<file path="config.mk">
export PLATFORM = sky130hd
export DESIGN_NAME = pcs_auto_negotiation
export DESIGN_NICKNAME = d
export VERILOG_FILES = /design/src/core/an_pkg.sv /design/src/core/timer_if.sv /design/src/core/link_timer.sv /design/src/core/pcs_auto_negotiation.sv
export VERILOG_INCLUDE_DIRS = /design/src /design/src/core
export SDC_FILE = /design/constraint.sdc
export NUM_CORES = 1
export LEC_CHECK = 0
export BUFFER_PORTS_ARGS = -buffer_cell sky130_fd_sc_hd__buf_2
export CORE_ASPECT_RATIO = 1.2
export CORE_MARGIN = 2
export CORE_UTILIZATION = 55
export DETAILED_ROUTE_END_ITERATION = 16
export HOLD_SLACK_MARGIN = 0.15
export PLACE_DENSITY_LB_ADDON = 0.3
export REMOVE_ABC_BUFFERS = 1
export SETUP_SLACK_MARGIN = 0.5
export SLEW_MARGIN = 0
export SYNTH_ARGS = -nofsm -noshare
export SYNTH_HDL_FRONTEND = slang
export SYNTH_SLANG_ARGS = --single-unit
</file>
<file path="constraint.sdc">
create_clock -name clk -period 4.5 [get_ports clk]
set_input_delay 0.675 -clock clk [delete_from_list [all_inputs] [get_ports clk]]
set_output_delay 0.675 -clock clk [all_outputs]
set_load 0.005 [all_outputs]
</file>
<file path="src/core/an_regs.svh">
// Register map, fields and timing constants of the negotiation block
`ifndef AN_REGS_SVH
`define AN_REGS_SVH
// ==========================================================
// Management register addresses
`define REG_CONTROL 5'h00
`define REG_STATUS 5'h01
`define REG_ADVERT 5'h04
`define REG_PARTNER 5'h05
`define REG_IRQ 5'h10
// ==========================================================
// Register fields and reset values
`define CTRL_RESTART_BIT 9
`define CTRL_AN_EN_BIT 12
`define CTRL_AN_EN_RESET 1'h1
`define STAT_LINK_BIT 2
`define STAT_AN_ABLE_BIT 3
`define STAT_AN_DONE_BIT 5
`define IRQ_EN_BIT 0
`define IRQ_STATUS_BIT 1
`define ADVERT_RESET 16'h0020
// ==========================================================
// Ability word fields
`define CFG_SGMII_BIT 0
`define CFG_FD_BIT 5
`define CFG_PAUSE_LSB 7
`define CFG_PAUSE_MSB 8
`define CFG_SG_SPEED_LSB 10
`define CFG_SG_SPEED_MSB 11
`define CFG_SG_DUPLEX_BIT 12
`define CFG_RF_LSB 12
`define CFG_RF_MSB 13
`define CFG_ACK_BIT 14
`define SPEED_1000 2'h2
`define SGMII_MAC_WORD 16'h0001
`define CFG_ZERO 16'h0000
// ==========================================================
// Status vector fields
`define SV_LINK_BIT 0
`define SV_DONE_BIT 1
`define SV_SPEED_LSB 2
`define SV_SPEED_MSB 3
`define SV_DUPLEX_BIT 4
`define SV_RF_LSB 5
`define SV_RF_MSB 6
`define SV_PAUSE_LSB 7
`define SV_PAUSE_MSB 8
`define SV_BAD_SPEED_BIT 9
// ==========================================================
// Management frame opcodes and bit counts after the start pair
`define MDIO_OP_READ 2'h2
`define MDIO_OP_WRITE 2'h1
`define MDIO_IDX_HDR_END 5'h0B
`define MDIO_IDX_TA 5'h0C
`define MDIO_IDX_TA2 5'h0D
`define MDIO_IDX_LAST 5'h1D
// ==========================================================
// Timing
`define CLK_MHZ 10
`define LINK_TIMER_BASEX_US 10000
`define LINK_TIMER_SGMII_US 1600
`define TIMER_W 17
`endif

</file>
<file path="src/core/an_pkg.sv">
// Types shared by the negotiation block
package an_pkg;
   typedef enum logic [2:0] {
      AN_DISABLED,
      AN_RESTART,
      AN_ABILITY,
      AN_ACK,
      AN_COMPLETE_ACK,
      AN_IDLE_DETECT,
      AN_LINK_OK
   } an_state_t;

   typedef enum logic [1:0] {
      MD_IDLE,
      MD_START,
      MD_FRAME
   } mdio_state_t;

   typedef enum logic [1:0] {
      OP_NONE,
      OP_READ,
      OP_WRITE
   } mdio_op_t;
endpackage

</file>
<file path="src/core/timer_if.sv">
// Handshake between the negotiation state machine and its link timer
`timescale 1ns/1ps
interface timer_if;
   logic start;
   logic sgmii;
   logic expired;
   modport owner (output start, output sgmii, input expired);
   modport timer (input start, input sgmii, output expired);
endinterface

</file>
<file path="src/core/link_timer.sv">
// Link timer with two durations, one per standard
`timescale 1ns/1ps
`include "an_regs.svh"
module link_timer #(
   parameter int unsigned BASEX_CYC = 100000,
   parameter int unsigned SGMII_CYC = 16000
) (
   input wire logic clk,
   input wire logic rst_n,
   timer_if.timer t
);
   logic [`TIMER_W-1:0] cnt_q, cnt_d;
   logic run_q, run_d;
   logic exp_q, exp_d;

   // A start reloads even while running, so a restart gets a full period
   always_comb begin
      cnt_d = cnt_q;
      run_d = run_q;
      exp_d = 1'b0;
      if (t.start) begin
         cnt_d = t.sgmii ? `TIMER_W'(SGMII_CYC - 1) : `TIMER_W'(BASEX_CYC - 1);
         run_d = 1'b1;
      end else if (run_q) begin
         if (cnt_q == '0) begin
            run_d = 1'b0;
            exp_d = 1'b1;
         end else begin
            cnt_d = cnt_q - `TIMER_W'(1);
         end
      end
   end

   always_ff @(posedge clk or negedge rst_n) begin
      if (!rst_n) begin
         cnt_q <= '0;
         run_q <= 1'b0;
         exp_q <= 1'b0;
      end else begin
         cnt_q <= cnt_d;
         run_q <= run_d;
         exp_q <= exp_d;
      end
   end

   assign t.expired = exp_q;
endmodule

</file>
<file path="src/core/pcs_auto_negotiation.sv">
// Auto-negotiation with management registers, ability words and interrupt
// ==========================================================
// Overview of operation
// - Negotiate after reset, sync loss, partner start
// - Restart from control bit or restart pin
// - Send advertisement register while negotiating, fixed word in SGMII MAC mode
// - Advertisement carries fault, duplex and pause
// - Advertisement also loadable from tie vector
// - With management, load vector only on strobe
// - Capture partner abilities into partner register
// - Partner fault and pause on status vector outside SGMII mode
// - Set completion status bit when negotiation finishes
// - Link timer 10 ms, or 1.6 ms SGMII
// - SGMII word carries speed and duplex
// - SGMII speed and duplex on status vector
// - PHY mode advertises managed medium abilities
// - Interrupt controlled only through register 16
// - Interrupt held low while disabled
// - Interrupt rises on completion, stays until cleared
// - Writing zero to status bit clears interrupt
// - 2.5G behaves as 1G, no slow speeds
`timescale 1ns/1ps
`include "an_regs.svh"
module pcs_auto_negotiation #(
   parameter int unsigned LINK_TIMER_BASEX_CYC = `LINK_TIMER_BASEX_US * `CLK_MHZ,
   parameter int unsigned LINK_TIMER_SGMII_CYC = `LINK_TIMER_SGMII_US * `CLK_MHZ
) (
   input wire logic clk,
   input wire logic resetn,
   input wire logic mdc,
   input wire logic mdio_in,
   output logic mdio_out,
   output logic mdio_oe,
   input wire logic [4:0] phy_addr,
   input wire logic mdio_present,
   input wire logic sgmii_mode,
   input wire logic phy_mode,
   input wire logic rate_2g5,
   input wire logic renegotiate_pin_request,
   input wire logic [15:0] advert_tie_bus,
   input wire logic advert_tie_strobe,
   input wire logic sync_ok,
   input wire logic rx_cfg_valid,
   input wire logic [15:0] rx_cfg_word,
   input wire logic rx_idle,
   output logic tx_cfg_en,
   output logic [15:0] tx_cfg_word,
   output logic [15:0] status_vector,
   output logic negotiation_done_irq
);
   // ==========================================================
   // Reset release
   logic [1:0] rst_sync_q;
   logic rst_n;

   always_ff @(posedge clk or negedge resetn) begin
      if (!resetn) begin
         rst_sync_q <= 2'h0;
      end else begin
         rst_sync_q <= {rst_sync_q[0], 1'b1};
      end
   end
   assign rst_n = rst_sync_q[1];

   // ==========================================================
   // Declarations
   an_pkg::mdio_state_t md_state_q, md_state_d;
   an_pkg::mdio_op_t md_op_q, md_op_d;
   an_pkg::an_state_t st_q, st_d;
   logic mdc_q, mdc_rise;
   logic [4:0] md_cnt_q, md_cnt_d;
   logic [15:0] md_sh_q, md_sh_d;
   logic [4:0] md_reg_q, md_reg_d;
   logic md_out_q, md_out_d;
   logic md_oe_q, md_oe_d;
   logic [11:0] md_hdr;
   logic [4:0] rd_addr;
   logic [15:0] rd_data;
   logic wr_stb;
   logic [15:0] wr_data;
   logic an_en_q, an_en_d;
   logic [15:0] adv_q, adv_d;
   logic irq_en_q, irq_en_d;
   logic irq_stat_q, irq_stat_d;
   logic irq_q, irq_d;
   logic pin_q;
   logic restart_req;
   logic go_restart;
   logic complete_pulse;
   logic mode_q, mode_d;
   logic [15:0] partner_q, partner_d;
   logic done_q, done_d;
   logic tx_en_q, tx_en_d;
   logic [15:0] tx_word_q, tx_word_d;
   logic [15:0] adv_tx;
   logic [15:0] sv_q, sv_d;
   logic link_up;
   timer_if tmr ();

   link_timer #(
      .BASEX_CYC(LINK_TIMER_BASEX_CYC),
      .SGMII_CYC(LINK_TIMER_SGMII_CYC)
   ) u_link_timer (
      .clk(clk),
      .rst_n(rst_n),
      .t(tmr)
   );

   // ==========================================================
   // Management serial slave
   // Management clock is slow against clk, so its edges are found by sampling
   assign mdc_rise = mdc & ~mdc_q;
   assign md_hdr = {md_sh_q[10:0], mdio_in};
   assign rd_addr = md_hdr[4:0];
   assign wr_data = {md_sh_q[14:0], mdio_in};
   assign wr_stb = mdc_rise && (md_state_q == an_pkg::MD_FRAME) && (md_cnt_q == `MDIO_IDX_LAST)
                   && (md_op_q == an_pkg::OP_WRITE);

   always_comb begin
      md_state_d = md_state_q;
      md_op_d = md_op_q;
      md_cnt_d = md_cnt_q;
      md_sh_d = md_sh_q;
      md_reg_d = md_reg_q;
      md_out_d = md_out_q;
      md_oe_d = md_oe_q;
      if (mdc_rise) begin
         case (md_state_q)
            an_pkg::MD_IDLE: begin
               // A zero after preamble ones opens the start pair
               if (!mdio_in && md_sh_q[0]) begin
                  md_state_d = an_pkg::MD_START;
               end
               md_sh_d = {md_sh_q[14:0], mdio_in};
            end
            an_pkg::MD_START: begin
               md_state_d = mdio_in ? an_pkg::MD_FRAME : an_pkg::MD_IDLE;
               md_cnt_d = 5'h00;
               md_sh_d = {md_sh_q[14:0], mdio_in};
            end
            default: begin
               md_cnt_d = md_cnt_q + 5'h01;
               md_sh_d = {md_sh_q[14:0], mdio_in};
               if (md_cnt_q == `MDIO_IDX_HDR_END) begin
                  md_reg_d = md_hdr[4:0];
                  md_op_d = an_pkg::OP_NONE;
                  if (md_hdr[9:5] == phy_addr) begin
                     if (md_hdr[11:10] == `MDIO_OP_READ) begin
                        md_op_d = an_pkg::OP_READ;
                        md_sh_d = rd_data;
                     end else if (md_hdr[11:10] == `MDIO_OP_WRITE) begin
                        md_op_d = an_pkg::OP_WRITE;
                     end
                  end
               end else if (md_cnt_q == `MDIO_IDX_TA) begin
                  md_sh_d = md_sh_q;
                  if (md_op_q == an_pkg::OP_READ) begin
                     md_oe_d = 1'b1;
                     md_out_d = 1'b0;
                  end
               end else if (md_cnt_q == `MDIO_IDX_LAST) begin
                  md_oe_d = 1'b0;
                  md_out_d = 1'b0;
                  md_op_d = an_pkg::OP_NONE;
                  md_state_d = an_pkg::MD_IDLE;
                  md_sh_d = 16'h0000;
               end else if (md_op_q == an_pkg::OP_READ && md_cnt_q >= `MDIO_IDX_TA2) begin
                  md_out_d = md_sh_q[15];
                  md_sh_d = {md_sh_q[14:0], 1'b0};
               end
            end
         endcase
      end
   end

   always_ff @(posedge clk or negedge rst_n) begin
      if (!rst_n) begin
         mdc_q <= 1'b0;
         md_state_q <= an_pkg::MD_IDLE;
         md_op_q <= an_pkg::OP_NONE;
         md_cnt_q <= 5'h00;
         md_sh_q <= 16'h0000;
         md_reg_q <= 5'h00;
         md_out_q <= 1'b0;
         md_oe_q <= 1'b0;
      end else begin
         mdc_q <= mdc;
         md_state_q <= md_state_d;
         md_op_q <= md_op_d;
         md_cnt_q <= md_cnt_d;
         md_sh_q <= md_sh_d;
         md_reg_q <= md_reg_d;
         md_out_q <= md_out_d;
         md_oe_q <= md_oe_d;
      end
   end

   assign mdio_out = md_out_q;
   assign mdio_oe = md_oe_q;

   // ==========================================================
   // Register read mux; unmapped addresses read zero
   always_comb begin
      rd_data = 16'h0000;
      if (rd_addr == `REG_CONTROL) begin
         rd_data[`CTRL_AN_EN_BIT] = an_en_q;
      end else if (rd_addr == `REG_STATUS) begin
         rd_data[`STAT_LINK_BIT] = link_up;
         rd_data[`STAT_AN_ABLE_BIT] = 1'b1;
         rd_data[`STAT_AN_DONE_BIT] = done_q;
      end else if (rd_addr == `REG_ADVERT) begin
         rd_data = adv_q;
      end else if (rd_addr == `REG_PARTNER) begin
         rd_data = partner_q;
      end else if (rd_addr == `REG_IRQ) begin
         rd_data[`IRQ_EN_BIT] = irq_en_q;
         rd_data[`IRQ_STATUS_BIT] = irq_stat_q;
      end
   end

   // ==========================================================
   // Writable registers and interrupt
   always_comb begin
      an_en_d = an_en_q;
      adv_d = adv_q;
      irq_en_d = irq_en_q;
      irq_stat_d = irq_stat_q;
      restart_req = renegotiate_pin_request & ~pin_q;
      if (!mdio_present) begin
         adv_d = advert_tie_bus;
      end else if (advert_tie_strobe) begin
         adv_d = advert_tie_bus;
      end
      if (wr_stb && md_reg_q == `REG_CONTROL) begin
         an_en_d = wr_data[`CTRL_AN_EN_BIT];
         restart_req = restart_req | wr_data[`CTRL_RESTART_BIT];
      end else if (wr_stb && md_reg_q == `REG_ADVERT) begin
         adv_d = wr_data;
      end else if (wr_stb && md_reg_q == `REG_IRQ) begin
         irq_en_d = wr_data[`IRQ_EN_BIT];
         if (!wr_data[`IRQ_STATUS_BIT]) begin
            irq_stat_d = 1'b0;
         end
      end
      // Completion in the clearing cycle is kept, so no event is lost
      if (complete_pulse && irq_en_d) begin
         irq_stat_d = 1'b1;
      end
      irq_d = irq_en_d & irq_stat_d;
   end

   always_ff @(posedge clk or negedge rst_n) begin
      if (!rst_n) begin
         an_en_q <= `CTRL_AN_EN_RESET;
         adv_q <= `ADVERT_RESET;
         irq_en_q <= 1'b0;
         irq_stat_q <= 1'b0;
         irq_q <= 1'b0;
         pin_q <= 1'b0;
      end else begin
         an_en_q <= an_en_d;
         adv_q <= adv_d;
         irq_en_q <= irq_en_d;
         irq_stat_q <= irq_stat_d;
         irq_q <= irq_d;
         pin_q <= renegotiate_pin_request;
      end
   end

   assign negotiation_done_irq = irq_q;

   // ==========================================================
   // Ability word to send
   always_comb begin
      adv_tx = adv_q;
      if (mode_q && !phy_mode) begin
         adv_tx = `SGMII_MAC_WORD;
      end else if (mode_q) begin
         adv_tx[`CFG_SGMII_BIT] = 1'b1;
         if (rate_2g5) begin
            adv_tx[`CFG_SG_SPEED_MSB:`CFG_SG_SPEED_LSB] = `SPEED_1000;
         end
      end
   end

   // ==========================================================
   // Negotiation state machine
   // A disabled peer never completes; both ends must agree
   always_comb begin
      st_d = st_q;
      mode_d = mode_q;
      partner_d = partner_q;
      done_d = done_q;
      tx_en_d = tx_en_q;
      tx_word_d = tx_word_q;
      go_restart = 1'b0;
      complete_pulse = 1'b0;
      tmr.start = 1'b0;
      case (st_q)
         an_pkg::AN_RESTART: begin
            if (tmr.expired) begin
               st_d = an_pkg::AN_ABILITY;
               tx_word_d = adv_tx;
            end
         end
         an_pkg::AN_ABILITY: begin
            tx_word_d = adv_tx;
            if (rx_cfg_valid && (rx_cfg_word & ~(16'h0001 << `CFG_ACK_BIT)) != `CFG_ZERO) begin
               partner_d = rx_cfg_word;
               st_d = an_pkg::AN_ACK;
            end
         end
         an_pkg::AN_ACK: begin
            tx_word_d = adv_tx | (16'h0001 << `CFG_ACK_BIT);
            if (rx_cfg_valid && rx_cfg_word == `CFG_ZERO) begin
               go_restart = 1'b1;
            end else if (rx_cfg_valid && rx_cfg_word[`CFG_ACK_BIT]) begin
               partner_d = rx_cfg_word;
               st_d = an_pkg::AN_COMPLETE_ACK;
               tmr.start = 1'b1;
            end
         end
         an_pkg::AN_COMPLETE_ACK: begin
            if (rx_cfg_valid && rx_cfg_word == `CFG_ZERO) begin
               go_restart = 1'b1;
            end else if (tmr.expired) begin
               st_d = an_pkg::AN_IDLE_DETECT;
               tx_en_d = 1'b0;
               tmr.start = 1'b1;
            end
         end
         an_pkg::AN_IDLE_DETECT: begin
            if (rx_cfg_valid && rx_cfg_word == `CFG_ZERO) begin
               go_restart = 1'b1;
            end else if (tmr.expired && rx_idle) begin
               st_d = an_pkg::AN_LINK_OK;
               done_d = 1'b1;
               complete_pulse = 1'b1;
            end
         end
         an_pkg::AN_LINK_OK: begin
            if (rx_cfg_valid) begin
               go_restart = 1'b1;
            end
         end
         default: begin
            go_restart = 1'b1;
         end
      endcase
      // Mode latched at restart, so a mid-cycle change waits
      if (!an_en_q) begin
         st_d = an_pkg::AN_DISABLED;
         done_d = 1'b0;
         tx_en_d = 1'b0;
         tx_word_d = `CFG_ZERO;
         mode_d = sgmii_mode;
         tmr.start = 1'b0;
         complete_pulse = 1'b0;
      end else if (go_restart || restart_req || !sync_ok) begin
         st_d = an_pkg::AN_RESTART;
         mode_d = sgmii_mode;
         done_d = 1'b0;
         tx_en_d = 1'b1;
         tx_word_d = `CFG_ZERO;
         tmr.start = 1'b1;
         complete_pulse = 1'b0;
      end
   end

   assign tmr.sgmii = mode_d;

   always_ff @(posedge clk or negedge rst_n) begin
      if (!rst_n) begin
         st_q <= an_pkg::AN_DISABLED;
         mode_q <= 1'b0;
         partner_q <= `CFG_ZERO;
         done_q <= 1'b0;
         tx_en_q <= 1'b0;
         tx_word_q <= `CFG_ZERO;
      end else begin
         st_q <= st_d;
         mode_q <= mode_d;
         partner_q <= partner_d;
         done_q <= done_d;
         tx_en_q <= tx_en_d;
         tx_word_q <= tx_word_d;
      end
   end

   assign tx_cfg_en = tx_en_q;
   assign tx_cfg_word = tx_word_q;

   // ==========================================================
   // Status vector
   assign link_up = an_en_q ? (st_q == an_pkg::AN_LINK_OK) : sync_ok;

   always_comb begin
      sv_d = 16'h0000;
      sv_d[`SV_LINK_BIT] = link_up;
      sv_d[`SV_DONE_BIT] = done_q;
      if (mode_q) begin
         sv_d[`SV_SPEED_MSB:`SV_SPEED_LSB] = partner_q[`CFG_SG_SPEED_MSB:`CFG_SG_SPEED_LSB];
         sv_d[`SV_DUPLEX_BIT] = partner_q[`CFG_SG_DUPLEX_BIT];
         // Slow speeds cannot be carried at 2.5G, so they are flagged instead
         sv_d[`SV_BAD_SPEED_BIT] = rate_2g5 && done_q
                                   && partner_q[`CFG_SG_SPEED_MSB:`CFG_SG_SPEED_LSB] != `SPEED_1000;
      end else begin
         sv_d[`SV_RF_MSB:`SV_RF_LSB] = partner_q[`CFG_RF_MSB:`CFG_RF_LSB];
         sv_d[`SV_PAUSE_MSB:`SV_PAUSE_LSB] = partner_q[`CFG_PAUSE_MSB:`CFG_PAUSE_LSB];
      end
   end

   always_ff @(posedge clk or negedge rst_n) begin
      if (!rst_n) begin
         sv_q <= 16'h0000;
      end else begin
         sv_q <= sv_d;
      end
   end

   assign status_vector = sv_q;
endmodule

</file>
==> results of run 1 <==
## kinds of logic after synthesis
| kind of cell | synth area share (%) |
|---|---|
| and+or+nand+nor | 18.0 |
| adders and majority gates | 1.02 |
| AOI/OAI and AO/OA | 13.1 |
| other | 0.123 |
| xor gates and xnor gates | 2.72 |
| buffers and inverters | 4.19 |
| DFF | 50.3 |
| muxes | 10.4 |
## power by group
part	switching [uW]	internal [uW]	total, uW
logic	173	145	318
clock network	523	943	1470
registers	144	1200	1340
## sequential cells by signal (all words and copies together) (netlist names), 2 cells and up
name / cells
md_op_q: 2
st_q: 3
md_reg_q: 5
tx_cfg_word: 16
u_link_timer.cnt_q: 17
md_cnt_q: 5
md_state_q: 2
status_vector: 10
partner_q: 16
md_sh_q: 16
adv_q: 16
rst_sync_q: 2
## worst min-delay path by stage
stage,cells after the start,slack [ps],end,startpoint
3_3_place_gp,0,110,status_vector[6],rst_sync_q[1]
2_1_floorplan,0,330,rst_sync_q[1],rst_sync_q[0]
6_report,0,360,rst_sync_q[1],rst_sync_q[0]
4_1_cts,0,360,rst_sync_q[1],rst_sync_q[0]
5_1_grt,0,380,rst_sync_q[1],rst_sync_q[0]
3_5_place_dp,0,120,status_vector[6],rst_sync_q[1]
## layout by cell type (no fill, tap or decap), types with 4 or more instances in the layout
master	instances
nor4b_1	4
xor2_1	5
buf_2	79
buf_4	6
a22o_1	4
nor2_1	47
nand2_1	59
nand2b_1	8
a31oi_1	6
a21oi_1	61
o211ai_1	5
mux2_2	23
conb_1	7
or3_1	4
nand4_1	6
nor3_1	8
mux2i_1	38
bufinv_16	4
clkbuf_16	17
dfrtp_1	120
nor2b_1	9
inv_1	16
ha_1	5
and3_1	12
and2_1	4
nand3_1	22
o21ai_0	29
nor4_1	9
xnor2_1	14
## per-layer routing
layer,part of all wire [%],GRT usage [%],up-vias
met5,0,0,-
met4,2.5,10.5,0
met3,4.6,5.07,28
met2,52,45.9,163
met1,41,35.0,2516
li1,-,-,2301
## final cells by class
| type | instances | area, um2 | share of cell area (%) |
|---|---|---|---|
| Sequential cell | 123 | 3080 | 42.8 |
| Clock buffer | 18 | 439 | 6.09 |
| Inverter | 17 | 66.3 | 0.920 |
| Clock inverter | 14 | 193 | 2.67 |
| Tap cell | 132 | 165 | 2.29 |
| Multi-Input combinational cell | 437 | 2800 | 38.9 |
| Timing Repair Buffer | 87 | 460 | 6.39 |
## worst reg2reg max path, stage by stage (launching register included)
cell and delay, ps:
dfrtp_1 420, inv_1 100, ha_1 160, and4_1 440
nand4_1 230, o31a_1 310, nand2_1 70, buf_4 270
mux2i_1 550, inv_1 200, o21ai_2 170
## through the flow
step | utilization [%] | total power [uW]
3_3_place_gp | 60.0 | 1650
2_1_floorplan | - | 1530
3_5_place_dp | 60.0 | 1670
5_1_grt | 66.0 | 3240
6_report | 66.0 | 3120
4_1_cts | 66.0 | 3130
## repair_timing
action / in CTS / in global routing
hold buffers: 2 / 0
endpoints found under the setup margin: 0 / 0
hold endpoints to repair: 7 / 0
==> flow_summary_export.csv, run 1 <==
group,metric,value,unit
critical_path,endpoint,"u_link_timer.cnt_q[16]",
clock_tree,cts_buffers,17,
global_routing,grt_pass1_wl,25500,um
critical_path,max_stage_delay,540,ps
critical_path,cp_num_cells,10,
floorplanning,die_height,120,um
timing,post-route-period-util,66.2,%
critical_path,reg2regPathDepth,10,
finish,drive_above_1_share,21.8,%
floorplanning,core_area,0.0109,mm2
critical_path,path_buf_inv,3,
synthesis,synth-warning-count,0,
critical_path,crit_arrival,3320,ps
job,cap_violations,0,
routing,wire_per_inst,18.9,um
clock_tree,cts.sink_count,123,
synthesis,synth_cell_type_count,64,
clock_tree,postCtsSetupBuffers,0,
timing,finalSetupTns,0,ps
floorplanning,fp-row-count,42,
global_routing,grt_pass1_vias,4991,
critical_path,crit_type,"reg2reg",
critical_path,crit_chain,"inv_1 -> ha_1 -> and4_1 -> nand4_1 -> o31a_1 -> nand2_1 -> buf_4 -> mux2i_1 -> inv_1 -> o21ai_2",
global_routing,grt_overflow,0,
critical_path,cpLargestDelayFamily,"simple AND/OR/NAND/NOR gates",
pwr,leakagePower,0.00341,uW
synthesis,synth_area_leaders,"dfrtp_1 (49%), mux2i_1 (6.2%), a21oi_1 (5.0%)",
clock_tree,insertion_delay,420,ps
routing,drc,0,
finish,stdcell_count,828,
clock_tree,cts_resized,0,
clock_tree,tritoncts,"built",
timing,relSlewSlack,15.0,%
floorplanning,die_area,0.0120,mm2
critical_path,start_kind,"register",
timing,drv_slew,0,
critical_path,crit_top_cell,"inv_1",
finish,fillCellCount,842,
synthesis,syn_inst,613,
global_routing,antenna_found_initial,0,
status,status,"finished clean",
synthesis,yosys.area.top_type_share,49.5,%
timing,setup_viol,0,
routing,vias_per_cell,6.05,
timing,fin_worst_skew,7.12,ps
timing,final-hold-violation-count,0,
routing,vias,5008,
synthesis,syn-mean-instance-area,9.99,um2
placement,port-buffer-count,79,
synthesis,yosys_most_used_dff,"dfrtp_1",
pwr,ir_worst_vdd,0.285,mV
routing,first_iter_violations,327,
synthesis,yosys.cell_count.top_type,"dfrtp_1",
critical_path,r2r_end,"u_link_timer.cnt_q[16]",
finish,fin_area,0.00721,mm2
floorplanning,start_util,56.0,%
global_routing,grt_usage,27.3,%
pwr,power.density,433,mW/mm2
clock_tree,cts_htree_levels,4,
placement,dp_hpwl,10700,um
timing,period_needed,2980,ps
synthesis,synth_top_cell_by_area,"dfrtp_1",
placement,place_area,0.00656,mm2
critical_path,r2r_start,"md_cnt_q[1]",
floorplanning,die_w,100,um
floorplanning,boundaryPins,86,
routing,ant_nets,0,
synthesis,synth_edf_count,0,
clock_tree,clkTransAtPathRegs,60,ps
synthesis,synthArstFlopShare,100,%
timing,hold_ws,358,ps
hold_path,hold_path.class,"reg2reg",
critical_path,worstPathMaxFanout,20,
critical_path,required,4850,ps
timing,worst_pin_slew,1270,ps
placement,pre_cts_ws,1350,ps
clock_tree,root_buffer,"clkbuf_16",
routing,firstDrtPassIters,5,
finish,area_delta_synth_final,17.8,%
placement,placed_cells,794,
synthesis,synth_commonest_cells,"dfrtp_1 (121), a21oi_1 (61), nand2_1 (59)",
finish,nets,738,
clock_tree,cts_buffer_depth,2,
timing,layout_setup_ws,1520,ps
critical_path,crit_start,"md_cnt_q[1]",
synthesis,synth_area,0.00612,mm2
timing,rsz0062_at_grt,"false",
global_routing,grt_max_degree,68,
timing,fmax,336,MHz
critical_path,worstSetupEndpointType,"register",
placement,finalWeightedCongestion,0.863,
synthesis,ys_seq_elements,123,
finish,diodes,0,
critical_path,ff2ff_setup_slack,1520,ps
routing,wl,15600,um
critical_path,crit_slowest_cell,"mux2i_1",
synthesis,yosysSeqAreaShare,50.3,%
Note: power is estimated with default switching activity, not from simulation.
==> run 2: changes to the inputs <==
--- a/config.mk
+++ b/config.mk
@@ -9,7 +9,7 @@
 export BUFFER_PORTS_ARGS = -buffer_cell sky130_fd_sc_hd__buf_2
 export CORE_ASPECT_RATIO = 1.2
 export CORE_MARGIN = 2
-export CORE_UTILIZATION = 55
+export CORE_UTILIZATION = 52
 export DETAILED_ROUTE_END_ITERATION = 16
 export HOLD_SLACK_MARGIN = 0.15
 export PLACE_DENSITY_LB_ADDON = 0.3
==> constraint.sdc (replaced) <==
create_clock -name clk -period 2.65 [get_ports clk]
set_input_delay 0.3975 -clock clk [delete_from_list [all_inputs] [get_ports clk]]
set_output_delay 0.3975 -clock clk [all_outputs]
set_load 0.005 [all_outputs]
==> run 2 against run 1 <==
Hold slack got worse by 130 ps. Sequential power increased by 70%. Sequential share of layout area fell by 2.8 points. Via count rose by 1.2%. Critical path depth is 1 lower. Total power rose by 75%. Critical path type unchanged. Critical endpoint is now u_link_timer.cnt_q[12].
==> flow_summary_export.csv, run 2 (synthesis gave the netlist of run 1 again) <==
group,metric,value,unit
critical_path,crit_type,"reg2reg",
floorplanning,core_area,0.0115,mm2
timing,final-hold-violation-count,0,
placement,port-buffer-count,79,
clock_tree,cts_buffers,17,
clock_tree,cts.sink_count,123,
timing,fmax,460,MHz
timing,fin_worst_skew,9.21,ps
pwr,ir_worst_vdd,0.536,mV
pwr,p_comb_share,11.4,%
finish,layout_commonest_cell,"dfrtp_1",
pwr,switchingPower,1450,uW
floorplanning,die_area,0.0127,mm2
finish,drive_above_1_share,29.9,%
finish,nets,768,
critical_path,worstPathMaxFanout,3,
routing,vias_per_cell,5.74,
critical_path,path_buf_inv,2,
job,cap_violations,0,
critical_path,cpLargestDelayFamily,"simple AND/OR/NAND/NOR gates",
global_routing,grt_usage,26.7,%
clock_tree,cts_buffer_depth,2,
floorplanning,fp-row-count,43,
critical_path,ff2ff_setup_slack,480,ps
timing,drv_slew,0,
critical_path,start_kind,"register",
timing,post-route-period-util,82.0,%
routing,first_iter_violations,352,
placement,finalWeightedCongestion,0.880,
pwr,power.density,708,mW/mm2
global_routing,antenna_found_initial,0,
routing,routed.top_layer,"met4",
routing,wl_met2,8250,um
timing,hold_ws,233,ps
critical_path,reg2regPathDepth,9,
clock_tree,tritoncts,"built",
pwr,clkPwrFrac,47.0,%
placement,dp_hpwl,11100,um
critical_path,cp_num_cells,9,
global_routing,grt_pass1_wl,25400,um
routing,wl_met1,6710,um
routing,vias,5069,
global_routing,grt_overflow,0,
hold_path,hold_depth,2,
pwr,power.internal,4020,uW
critical_path,worstSetupEndpointType,"register",
clock_tree,cts_htree_levels,4,
finish,multi_input_area,0.00300,mm2
critical_path,crit_arrival,2470,ps
pwr,leakagePower,0.00361,uW
routing,wl,16300,um
pwr,power,5470,uW
status,status,"finished clean",
global_routing,grt_max_degree,49,
timing,setup_viol,0,
clock_tree,root_buffer,"clkbuf_16",
floorplanning,start_util,53.2,%
finish,area_delta_synth_final,26.1,%
critical_path,max_stage_delay,540,ps
finish,regArea,0.00309,mm2
floorplanning,boundaryPins,86,
routing,wl_met3,806,um
routing,ant_nets,0,
floorplanning,die_w,103,um
pwr,power_frac_seq,41.6,%
routing,wire_per_inst,18.4,um
critical_path,crit_chain,"inv_2 -> ha_4 -> nor4bb_4 -> nand2_1 -> or4_4 -> buf_4 -> nor2_2 -> xnor2_1 -> mux2i_1",
timing,period_needed,2170,ps
hold_path,hold_path.class,"in2reg",
finish,largest_reg_flops,17,
finish,fin_util,67.1,%
timing,rsz0062_at_grt,"true",
timing,worst_pin_slew,770,ps
finish,diodes,0,
routing,firstDrtPassIters,5,
clock_tree,insertion_delay,420,ps
critical_path,crit_slowest_cell,"or4_4",
timing,relSlewSlack,48.6,%
critical_path,required,2950,ps
routing,drc,0,
global_routing,grt_pass1_vias,5014,
finish,top_register,"u_link_timer.cnt_q",
finish,final_cell_mix,"dfrtp_1 (117), buf_2 (79), a21oi_1 (59)",
pwr,p_sw_share,26.4,%
floorplanning,die_height,123,um
clock_tree,clkTransAtPathRegs,60,ps
finish,fillCellCount,890,
[run 2: worst paths after layout]
path / from / endpoint
min in group asynchronous: resetn / rst_sync_q[1]
setup / recovery: u_link_timer.cnt_q[0] / u_link_timer.cnt_q[12]
hold reg to reg: rst_sync_q[0] / rst_sync_q[1]
max in group asynchronous: rst_sync_q[1] / adv_q[5]
setup reg to reg: u_link_timer.cnt_q[0] / u_link_timer.cnt_q[12]
hold / removal: rx_cfg_word[7] / partner_q[7]
[run 2: area by class of cell]
cell class	count	area share, %
Multi-Input combinational cell	437	38.9
Timing Repair Buffer	117	9.24
Inverter	17	0.859
Clock buffer	18	5.69
Clock inverter	14	2.82
Sequential cell	123	40.0
Tap cell	157	2.54
[run 2: power by group through the flow]
stage / Combinational (uW) / Clock, uW / Sequential, uW
final: 621 / 2570 / 2280
after global routing: 688 / 2670 / 2310
after global placement: 538 / 0 / 2280
after floorplan: 351 / 0 / 2250
after detailed placement: 560 / 0 / 2290
after CTS: 578 / 2590 / 2260
[run 2: metal layers]
layer	track usage [%]	vias up
li1	-	2368
met1	33.9	2478
met2	43.5	177
met3	5.98	46
met4	12.3	0
met5	0	-
[run 2: through the flow]
step / setup TNS [ps] / instance area (um2) / std cells / setup slack, ps
after floorplan: -122430 / 5950 / 577 / -1030
after global placement: 0 / 6710 / 831 / 337
after detailed placement: 0 / 6710 / 831 / 219
after CTS: 0 / 7510 / 870 / 472
after global routing: 0 / 7720 / 883 / 371
final: 0 / 7720 / 883 / 476
[run 2: repair_timing]
action / CTS / global route
setup buffers: 4 / 13
endpoints found under the setup margin: 47 / 80
hold buffers: 3 / 0
pin swaps: 1 / 10
gates resized for setup: 16 / 29
hold endpoints to repair: 4 / 0
